[config.mk]
export PLATFORM = sky130hd
export DESIGN_NAME = flash_write_command_ctrl
export DESIGN_NICKNAME = d
export VERILOG_FILES = /design/src/hdl/flash_ctrl_pkg.sv /design/src/hdl/flash_write_command_ctrl.sv
export SDC_FILE = /design/constraint.sdc
export NUM_CORES = 2
export LEC_CHECK = 0
export BUFFER_PORTS_ARGS = -buffer_cell sky130_fd_sc_hd__buf_2
export CAP_MARGIN = 10
export CORE_MARGIN = 2
export CORE_UTILIZATION = 65
export CTS_CLUSTER_SIZE = 16
export DETAILED_ROUTE_END_ITERATION = 8
export MAX_ROUTING_LAYER = met4
export PLACE_DENSITY = 0.81
export RECOVER_POWER = 25
export SLEW_MARGIN = 20
export SYNTH_ARGS = -nofsm -noshare
export SYNTH_HDL_FRONTEND = slang
export SYNTH_SLANG_ARGS = --single-unit
[constraint.sdc]
create_clock -name pclk -period 7.19 [get_ports pclk]
set_input_delay 0.3595 -clock pclk [delete_from_list [all_inputs] [get_ports pclk]]
set_output_delay 0.3595 -clock pclk [all_outputs]
set_load 0.02 [all_outputs]
[src/hdl/flash_ctrl_pkg.sv]
/*
 Constants, types and the register map of the embedded flash front end.
 Assumes a 32-bit APB master and a flash array that reports command completion.
*/
package flash_ctrl_pkg;

   // ****************************************
   // Register map
   // ****************************************
   localparam int ADDR_W = 20;
   localparam logic [19:0] REG_BASE = 20'h80000;
   localparam logic [19:0] FLASH_MODE_OFS = 20'h80000;
   localparam logic [19:0] FLASH_CMD_OFS = 20'h80004;
   localparam logic [19:0] FLASH_STATUS_OFS = 20'h80008;
   localparam logic [1:0] FLASH_AREA_TAG = 2'h0;

   // ****************************************
   // Fields and reset values
   // ****************************************
   localparam int MODE_RDY_IE_BIT = 0;
   localparam int MODE_WAIT_LSB = 8;
   localparam int CMD_CODE_LSB = 0;
   localparam int CMD_ARG_LSB = 8;
   localparam int STAT_IDLE_BIT = 0;
   localparam int STAT_ERR_BIT = 1;
   localparam int STAT_PEND_BIT = 2;
   localparam logic [1:0] WAIT_STATES_RESET = 2'h0;
   localparam logic RDY_IE_RESET = 1'b0;
   localparam int LATCH_WORDS = 64;
   localparam int LATCH_IDX_W = 6;

   // ****************************************
   // Command codes
   // ****************************************
   localparam logic [7:0] WRITE_PAGE_CMD = 8'h01;
   localparam logic [7:0] LOCK_SECTOR_CMD = 8'h02;
   localparam logic [7:0] PAGE_WRITE_LOCK_CMD = 8'h03;
   localparam logic [7:0] UNLOCK_SECTOR_CMD = 8'h04;
   localparam logic [7:0] ERASE_WHOLE_CMD = 8'h08;
   localparam logic [7:0] GP_BIT_SET_CMD = 8'h0b;
   localparam logic [7:0] GP_BIT_RESET_CMD = 8'h0d;
   localparam logic [7:0] SECURE_BIT_CMD = 8'h0f;

   // ****************************************
   // Types
   // ****************************************
   typedef enum logic [1:0] {
      ST_IDLE = 2'b00,
      ST_WAIT = 2'b01,
      ST_DONE = 2'b10
   } bus_state_t;

   typedef struct packed {
      logic valid;
      logic [7:0] code;
      logic [7:0] arg;
   } cmd_req_t;

endpackage

[src/hdl/flash_write_command_ctrl.sv]
/*
 APB slave front end of the embedded flash unit: wait-state timing,
 write latch buffer, command decoder and ready flag.
 Assumes APB signals synchronous to pclk and a flash array that pulses
 cmd_done when the command it was given has finished.
*/
// Implementation choices: the APB slave port and the register addresses.
// Overview of operation
// (RQ1) With wait states 2 or 3, sequential reads alternate full and single-cycle
// (RQ2) Flash writes land in a latch decoded by low 8 address bits, aliased
// (RQ3) Latch writes are refused while memory protection forbids them
// (RQ4) Master writes the latch with full 32-bit words only
// (RQ5) Writes take read wait states plus one, except at setting 3
// (RQ6) Codes 0x01 page write, 0x03 write and lock, 0x08 erase all
// (RQ7) Code 0x02 sets a sector lock, 0x04 clears it
// (RQ8) Codes 0x0b, 0x0d set and clear GP bit, 0x0f secures
// (RQ9) Software starts an operation by writing the command code field
// (RQ10) Ready flag drops as soon as the command register is written
// (RQ11) Ready flag rises again when the running command finishes
// (RQ12) With ready interrupt enabled, the rising ready flag raises the interrupt
// (RQ13) After reset the ready flag reads set
module flash_write_command_ctrl #(
   parameter int LATCH_DEPTH = flash_ctrl_pkg::LATCH_WORDS
) (
   input wire logic pclk,
   input wire logic presetn,
   input wire logic psel,
   input wire logic penable,
   input wire logic pwrite,
   input wire logic [19:0] paddr,
   input wire logic [31:0] pwdata,
   input wire logic [3:0] pstrb,
   output logic [31:0] prdata,
   output logic pready,
   output logic pslverr,
   input wire logic write_protect,
   output logic [19:0] flash_rd_addr,
   input wire logic [31:0] flash_rd_data,
   output flash_ctrl_pkg::cmd_req_t cmd_out,
   input wire logic cmd_done,
   input wire logic [5:0] latch_rd_idx,
   output logic [31:0] latch_rd_data,
   output logic mc_irq
);

   // ****************************************
   // Helpers
   // ****************************************
   function automatic logic [1:0] access_waits(input logic [1:0] ws, input logic wr,
                                                input logic short_rd);
      if (wr) begin
         access_waits = (ws == 2'h3) ? 2'h3 : ws + 2'h1; // RQ5
      end else if (short_rd) begin
         access_waits = 2'h0; // RQ1
      end else begin
         access_waits = ws;
      end
   endfunction

   function automatic logic code_known(input logic [7:0] c);
      case (c)
         flash_ctrl_pkg::WRITE_PAGE_CMD,
         flash_ctrl_pkg::PAGE_WRITE_LOCK_CMD,
         flash_ctrl_pkg::ERASE_WHOLE_CMD: code_known = 1'b1; // RQ6
         flash_ctrl_pkg::LOCK_SECTOR_CMD,
         flash_ctrl_pkg::UNLOCK_SECTOR_CMD: code_known = 1'b1; // RQ7
         flash_ctrl_pkg::GP_BIT_SET_CMD,
         flash_ctrl_pkg::GP_BIT_RESET_CMD,
         flash_ctrl_pkg::SECURE_BIT_CMD: code_known = 1'b1; // RQ8
         default: code_known = 1'b0;
      endcase
   endfunction

   // ****************************************
   // Bus state
   // ****************************************
   flash_ctrl_pkg::bus_state_t state_q, state_d;
   logic [1:0] cnt_q, cnt_d;
   logic pready_q, pready_d;
   logic pslverr_q, pslverr_d;
   logic [31:0] prdata_q, prdata_d;
   logic [19:0] frd_addr_q, frd_addr_d;
   logic [19:0] last_addr_q, last_addr_d;
   logic last_valid_q, last_valid_d;
   logic seq_short_q, seq_short_d;
   logic [1:0] wait_states_q, wait_states_d;
   logic rdy_ie_q, rdy_ie_d;
   logic idle_q, idle_d;
   logic run_q, run_d;
   logic err_q, err_d;
   logic pend_q, pend_d;
   logic irq_q, irq_d;
   flash_ctrl_pkg::cmd_req_t cmd_q, cmd_d;
   logic [31:0] latch_mem [LATCH_DEPTH];
   logic [31:0] latch_rd_q;

   logic setup;
   logic done;
   logic in_flash;
   logic seq_rd;
   logic is_mode;
   logic is_cmd;
   logic is_stat;
   logic latch_we;
   logic cmd_wr;

   always_comb begin
      setup = psel && !penable;
      done = psel && penable && pready_q && (state_q == flash_ctrl_pkg::ST_DONE);
      in_flash = paddr[19:18] == flash_ctrl_pkg::FLASH_AREA_TAG;
      is_mode = paddr == flash_ctrl_pkg::FLASH_MODE_OFS;
      is_cmd = paddr == flash_ctrl_pkg::FLASH_CMD_OFS;
      is_stat = paddr == flash_ctrl_pkg::FLASH_STATUS_OFS;
      seq_rd = last_valid_q && (paddr == last_addr_q + 20'h4);
      latch_we = done && pwrite && in_flash && !pslverr_q;
      cmd_wr = done && pwrite && is_cmd && !pslverr_q;
   end

   always_comb begin
      state_d = state_q;
      cnt_d = cnt_q;
      pready_d = 1'b0;
      pslverr_d = pslverr_q;
      prdata_d = prdata_q;
      frd_addr_d = frd_addr_q;
      last_addr_d = last_addr_q;
      last_valid_d = last_valid_q;
      seq_short_d = seq_short_q;
      case (state_q)
         flash_ctrl_pkg::ST_IDLE: begin
            if (setup) begin
               state_d = flash_ctrl_pkg::ST_WAIT;
               pslverr_d = 1'b0;
               cnt_d = 2'h0;
               if (in_flash) begin
                  frd_addr_d = paddr;
                  if (pwrite) begin
                     cnt_d = access_waits(wait_states_q, 1'b1, 1'b0); // RQ5
                     last_valid_d = 1'b0;
                     pslverr_d = write_protect; // RQ3
                  end else begin
                     // Alternate long and short only when wait states are 2 or 3
                     cnt_d = access_waits(wait_states_q, 1'b0,
                                          wait_states_q[1] && seq_rd && seq_short_q); // RQ1
                     seq_short_d = !(wait_states_q[1] && seq_rd && seq_short_q); // RQ1
                     last_addr_d = paddr;
                     last_valid_d = 1'b1;
                  end
               end else begin
                  last_valid_d = 1'b0;
                  pslverr_d = !(is_mode || is_cmd || is_stat) ||
                              (pwrite && is_stat) || (pwrite && is_cmd && !idle_q);
               end
            end
         end
         flash_ctrl_pkg::ST_WAIT: begin
            if (cnt_q == 2'h0) begin
               state_d = flash_ctrl_pkg::ST_DONE;
               pready_d = 1'b1;
               prdata_d = 32'h0;
               if (!pwrite && !pslverr_q) begin
                  if (in_flash) begin
                     prdata_d = flash_rd_data;
                  end else if (is_mode) begin
                     prdata_d[flash_ctrl_pkg::MODE_RDY_IE_BIT] = rdy_ie_q;
                     prdata_d[flash_ctrl_pkg::MODE_WAIT_LSB +: 2] = wait_states_q;
                  end else if (is_cmd) begin
                     prdata_d[flash_ctrl_pkg::CMD_CODE_LSB +: 8] = cmd_q.code;
                     prdata_d[flash_ctrl_pkg::CMD_ARG_LSB +: 8] = cmd_q.arg;
                  end else begin
                     prdata_d[flash_ctrl_pkg::STAT_IDLE_BIT] = idle_q;
                     prdata_d[flash_ctrl_pkg::STAT_ERR_BIT] = err_q;
                     prdata_d[flash_ctrl_pkg::STAT_PEND_BIT] = pend_q;
                  end
               end
            end else begin
               cnt_d = cnt_q - 2'h1;
            end
         end
         flash_ctrl_pkg::ST_DONE: begin
            state_d = flash_ctrl_pkg::ST_IDLE;
         end
         default: begin
            state_d = flash_ctrl_pkg::ST_IDLE;
         end
      endcase
   end

   always_ff @(posedge pclk or negedge presetn) begin
      if (!presetn) begin
         state_q <= flash_ctrl_pkg::ST_IDLE;
         cnt_q <= 2'h0;
         pready_q <= 1'b0;
         pslverr_q <= 1'b0;
         prdata_q <= 32'h0;
         frd_addr_q <= 20'h0;
         last_addr_q <= 20'h0;
         last_valid_q <= 1'b0;
         seq_short_q <= 1'b0;
      end else begin
         state_q <= state_d;
         cnt_q <= cnt_d;
         pready_q <= pready_d;
         pslverr_q <= pslverr_d;
         prdata_q <= prdata_d;
         frd_addr_q <= frd_addr_d;
         last_addr_q <= last_addr_d;
         last_valid_q <= last_valid_d;
         seq_short_q <= seq_short_d;
      end
   end

   // ****************************************
   // Write latch buffer
   // ****************************************
   // Only address bits 7:2 select a word, so the latch aliases across the area
   always_ff @(posedge pclk) begin
      if (latch_we) begin
         latch_mem[paddr[7:2]] <= pwdata; // RQ2
      end
      latch_rd_q <= latch_mem[latch_rd_idx];
   end

   // ****************************************
   // Mode, command and ready flag
   // ****************************************
   always_comb begin
      wait_states_d = wait_states_q;
      rdy_ie_d = rdy_ie_q;
      idle_d = idle_q;
      run_d = run_q;
      err_d = err_q;
      pend_d = pend_q;
      cmd_d = cmd_q;
      cmd_d.valid = 1'b0;
      if (done && pwrite && is_mode) begin
         wait_states_d = pwdata[flash_ctrl_pkg::MODE_WAIT_LSB +: 2];
         rdy_ie_d = pwdata[flash_ctrl_pkg::MODE_RDY_IE_BIT];
      end
      if (done && !pwrite && is_stat) begin
         err_d = 1'b0;
         pend_d = 1'b0;
      end
      if (run_q && cmd_done) begin
         run_d = 1'b0;
         idle_d = 1'b1; // RQ11
         pend_d = 1'b1; // RQ12
      end else if (!run_q && !idle_q) begin
         idle_d = 1'b1; // RQ11
         pend_d = 1'b1; // RQ12
      end
      if (cmd_wr) begin
         idle_d = 1'b0; // RQ10
         cmd_d.code = pwdata[flash_ctrl_pkg::CMD_CODE_LSB +: 8]; // RQ9
         cmd_d.arg = pwdata[flash_ctrl_pkg::CMD_ARG_LSB +: 8];
         if (code_known(pwdata[flash_ctrl_pkg::CMD_CODE_LSB +: 8])) begin
            cmd_d.valid = 1'b1; // RQ6 RQ7 RQ8
            run_d = 1'b1;
         end else begin
            err_d = 1'b1;
         end
      end
   end

   always_comb begin
      irq_d = pend_d && rdy_ie_d; // RQ12
   end

   always_ff @(posedge pclk or negedge presetn) begin
      if (!presetn) begin
         wait_states_q <= flash_ctrl_pkg::WAIT_STATES_RESET;
         rdy_ie_q <= flash_ctrl_pkg::RDY_IE_RESET;
         idle_q <= 1'b1; // RQ13
         run_q <= 1'b0;
         err_q <= 1'b0;
         pend_q <= 1'b0;
         irq_q <= 1'b0;
         cmd_q <= '0;
      end else begin
         wait_states_q <= wait_states_d;
         rdy_ie_q <= rdy_ie_d;
         idle_q <= idle_d;
         run_q <= run_d;
         err_q <= err_d;
         pend_q <= pend_d;
         irq_q <= irq_d;
         cmd_q <= cmd_d;
      end
   end

   // ****************************************
   // Outputs
   // ****************************************
   assign prdata = prdata_q;
   assign pready = pready_q;
   assign pslverr = pslverr_q;
   assign flash_rd_addr = frd_addr_q;
   assign cmd_out = cmd_q;
   assign latch_rd_data = latch_rd_q;
   assign mc_irq = irq_q;

   // ****************************************
   // Checks
   // ****************************************
   chk_short_seq_read: assert property (@(posedge pclk) disable iff (!presetn) // RQ1
      state_q == flash_ctrl_pkg::ST_IDLE && setup && in_flash && !pwrite && wait_states_q[1]
      && seq_rd && seq_short_q |=> cnt_q == 2'h0)
      else $error("short sequential read not single cycle");
   chk_long_seq_read: assert property (@(posedge pclk) disable iff (!presetn) // RQ1
      state_q == flash_ctrl_pkg::ST_IDLE && setup && in_flash && !pwrite
      && !(wait_states_q[1] && seq_rd && seq_short_q)
      |=> cnt_q == $past(wait_states_q) && seq_short_q)
      else $error("long read wait count wrong");
   chk_latch_alias: assert property (@(posedge pclk) disable iff (!presetn) // RQ2
      latch_we |=> latch_mem[$past(paddr[7:2])] == $past(pwdata))
      else $error("latch word not written at aliased index");
   chk_protect_block: assert property (@(posedge pclk) disable iff (!presetn) // RQ3
      state_q == flash_ctrl_pkg::ST_IDLE && setup && in_flash && pwrite && write_protect
      |=> pslverr_q ##[2:4] (pready_q && pslverr_q && !latch_we))
      else $error("protected latch write not refused");
   chk_write_waits: assert property (@(posedge pclk) disable iff (!presetn) // RQ5
      state_q == flash_ctrl_pkg::ST_IDLE && setup && in_flash && pwrite
      |=> cnt_q == (($past(wait_states_q) == 2'h3) ? 2'h3 : $past(wait_states_q) + 2'h1))
      else $error("write wait count wrong");
   chk_cmd_issue: assert property (@(posedge pclk) disable iff (!presetn) // RQ6
      cmd_wr && code_known(pwdata[7:0])
      |=> cmd_q.valid && cmd_q.code == $past(pwdata[7:0]) ##1 !cmd_q.valid)
      else $error("known command not issued as one pulse");
   chk_bad_code: assert property (@(posedge pclk) disable iff (!presetn) // RQ7
      cmd_wr && !code_known(pwdata[7:0]) |=> !cmd_q.valid && err_q ##1 idle_q)
      else $error("unknown command not rejected");
   chk_idle_drop: assert property (@(posedge pclk) disable iff (!presetn) // RQ10
      cmd_wr |=> !idle_q)
      else $error("ready flag did not drop on command write");
   chk_idle_rise: assert property (@(posedge pclk) disable iff (!presetn) // RQ11
      run_q && cmd_done && !cmd_wr |=> idle_q && !run_q)
      else $error("ready flag did not rise on completion");
   chk_irq_rise: assert property (@(posedge pclk) disable iff (!presetn) // RQ12
      $rose(idle_q) && rdy_ie_q && !$past(cmd_wr) |-> pend_q ##0 irq_q)
      else $error("interrupt not raised on ready rise");
   chk_idle_rest: assert property (@(posedge pclk) disable iff (!presetn) // RQ13
      !run_q && !$past(cmd_wr) |-> idle_q)
      else $error("ready flag low with nothing pending");

endmodule
==> flow_summary.yaml <==
critical_path:
  rr_endpoint: "latch_mem[31][13]"
  crit_required_ns: 7.66
  rrSetupSlack_ns: 2.99
  endpoint_kind: "flip-flop"
  crit_type: "in -> reg"
  cp_max_fo: 22
  r2r-start: "state_q[0]"
  critPathLaunchType: "primary input"
  r2r_cells: 6
  crit_arrival_ns: 4.68
global_routing:
  antenna_found_initial: 12
  grt_use_total_pct: 37.2
  grt_max_degree: 127
  grt.overflow.total: 0
  grt_pass1_vias: 43300
  grt_pass1_wl_um: 326000
die:
  initial_utilization_pct: 65.4
  die_h_um: 362
  rows: 131
  core_area_mm2: 0.127
  die-area_mm2: 0.131
  ioPinCount: 205
  die_w_um: 362
drt:
  routed_wirelength_um: 231000
  drt-initial-drc-count: 7460
  detail-route-antenna-nets: 0
  vias: 41900
  firstDrtPassIters: 8
  via_per_inst: 7.38
  wl_per_cell_um: 40.8
  route.detailed.drc: 0
timing:
  fmax_mhz: 238
  fin_skew_ns: 0.0366
  tns_ns: 0
  timing.final.crit_period_ns: 4.21
  worst_slack_ns: 2.98
  tightest_slew_ns: 3.08
  layout_worst_path_cycle_share_pct: 58.5
  finalMaxSlewViolations: 1376
  rsz0062_at_grt: "false"
  slew_headroom_pct: -105
  setup_viol: 0
  hold_violations: 0
synth:
  synth_edf_count: 2048
  synth_seq_cells: 2185
  synthTopCellsByCount: "edfxtp_1, mux4_2, clkbuf_1"
  ys.flop_type: "edfxtp_1"
  synth_area_leaders: "edfxtp_1, mux4_2, dfrtp_1, mux2_2, dfxtp_1"
  synth_top_cell_by_area: "edfxtp_1"
  async_flop_share_pct: 4.81
  synthesis.area_mm2: 0.0833
  ys_warn_count: 0
  syn_avg_cell_area_um2: 24.1
  yosysSeqAreaShare_pct: 77.8
  yosysMostFrequentCell: "edfxtp_1"
  synthCells: 3453
  synth.top_cell.area_share_pct: 73.8
  synthDistinctLibCells: 61
  synthesis.nets: 3557
placed_design:
  gp_congestion: 0.816
  port_buffers: 200
  pre_cts_ws_ns: 2.99
  dp.cells: 5235
  dp_hpwl_um: 108000
hold_path:
  worstHoldStart: "paddr[3]"
  hold_depth: 2
  holdPathEnd: "flash_rd_addr[3]"
  min_path_type: "in -> reg"
clock_tree:
  cts_setup_buffers: 0
  ctsLongestPathBuffers: 3
  clk_pin_slew_ns: 0.06
  htree_levels: 4
  clock_latency_ns: 0.85
  cts_resized: 0
  numCtsBuffers: 201
  cts_tree: "built"
  cts_root_buf: "clkbuf_16"
  cts.sinks: 2185
finish:
  drive_above_1_share_pct: 34.4
  nets: 3933
  syn_to_final_growth_pct: 13.0
  fin_cells: 5672
pwr:
  max-vdd-ir-drop_v: 0.000261
  power.leakage_nw: 30.1
  p_per_area_mw_per_mm2: 286
status:
  violations: "max-capacitance violations, max-slew violations"
  status: "finished with violations"
run:
  max-cap-violations: 21
## power by group
group          internal, W  switching (W)
Combinational     0.000743        0.00109
Clock              0.00600        0.00482
Sequential          0.0141       0.000163
Total               0.0208        0.00607
## logic make-up (layout without fill, tap and decap cells)
kind of cell,Yosys count,after routing,share of synthesized area [%]
xor gates and xnor gates,23,23,0.251
and+or+nand+nor,226,226,1.37
buffers and inverters,190,735,0.891
AOI/OAI and AO/OA,88,88,0.745
DFF,2185,2185,77.8
muxes,738,738,18.9
other,0,12,0
adders and majority gates,3,3,0.0451
## cell type report
type	instances	area [um2]
inverter	13	48.8
clock buffer	256	5440
timing repair buffer	350	2360
fill	6239	33300
multi-input combinational	1078	18300
sequential	2185	64800
clock inverter	116	1100
tap	1662	2080
antenna	12	30.0
## what timing repair did
action / in CTS / in global routing
hold buffers: 53 / 0
setup endpoints to repair: 0 / 0
endpoints found under the hold margin: 114 / 0
## worst max path at each step
stage,start,to,cells past startpoint
finish,pwrite,latch_mem[31][13],8
global route,state_q[0],latch_mem[31][13],6
CTS,state_q[0],latch_mem[31][13],6
detailed placement,paddr[18],latch_mem[31][29],6
global placement,paddr[18],latch_mem[31][13],6
floorplan,pwrite,latch_mem[59][0],7
## routing by layer
metal	share of wire (%)	wire length [um]	GRT usage, %	vias to the layer above
met2	50	116000	58.0	3878
met5	0	0	-	-
met1	32	74800	47.9	21800
li1	-	-	-	15600
met3	13	30600	8.95	663
met4	4.4	10300	15.8	0
## worst max-delay path, stage by stage
cell	delay [ns]
dlygate4sd3_1	0.56
buf_2	0.24
inv_1	0.13
nor4_1	0.60
and3_1	0.43
nand3_1	0.86
nor2_4	0.84
buf_4	0.56
## cells in the final DEF, fill, tap and decap left out, types with 15 or more instances in the layout
cell type      synthesis  final
edfxtp_1            2048   2048
mux4_2               663    663
clkbuf_16              0    208
buf_2                 17    173
dfrtp_1              104    104
buf_4                  0     92
nor2_4                 0     65
clkbuf_1             108     64
mux2_2                62     62
nand2_1               55     54
dlygate4sd3_1          0     53
clkinv_2               0     44
clkinv_1               0     33
dfxtp_1               32     32
a22o_1                19     19
bufinv_16              0     18
o21ai_0               17     17
xnor2_1               15     15
## per-stage QoR
| stage | hold slack (ns) | power [W] | area, um2 | util [%] |
|---|---|---|---|---|
| after floorplan | 0.0639 | 0.0156 | 83300 | - |
| after global placement | 0.396 | 0.0162 | 87000 | 68.3 |
| after detailed placement | 0.397 | 0.0163 | 87000 | 68.3 |
| after CTS | 0.00117 | 0.0269 | 94100 | 73.9 |
| after global routing | 0.0343 | 0.0275 | 94100 | 73.9 |
| final | 0.0405 | 0.0269 | 94100 | 73.9 |
## sequential cells by signal (all words and copies together) (netlist names)
signal	flops
mc_irq	1
pready	1
wait_states_q	2
last_addr_q	20
last_valid_q	1
prdata	32
state_q	2
idle_q	1
seq_short_q	1
rdy_ie_q	1
latch_rd_data	32
pend_q	1
err_q	1
pslverr	1
cmd_out	17
run_q	1
cnt_q	2
flash_rd_addr	20
latch_mem	2048
Power figures use the tool's default switching activity.
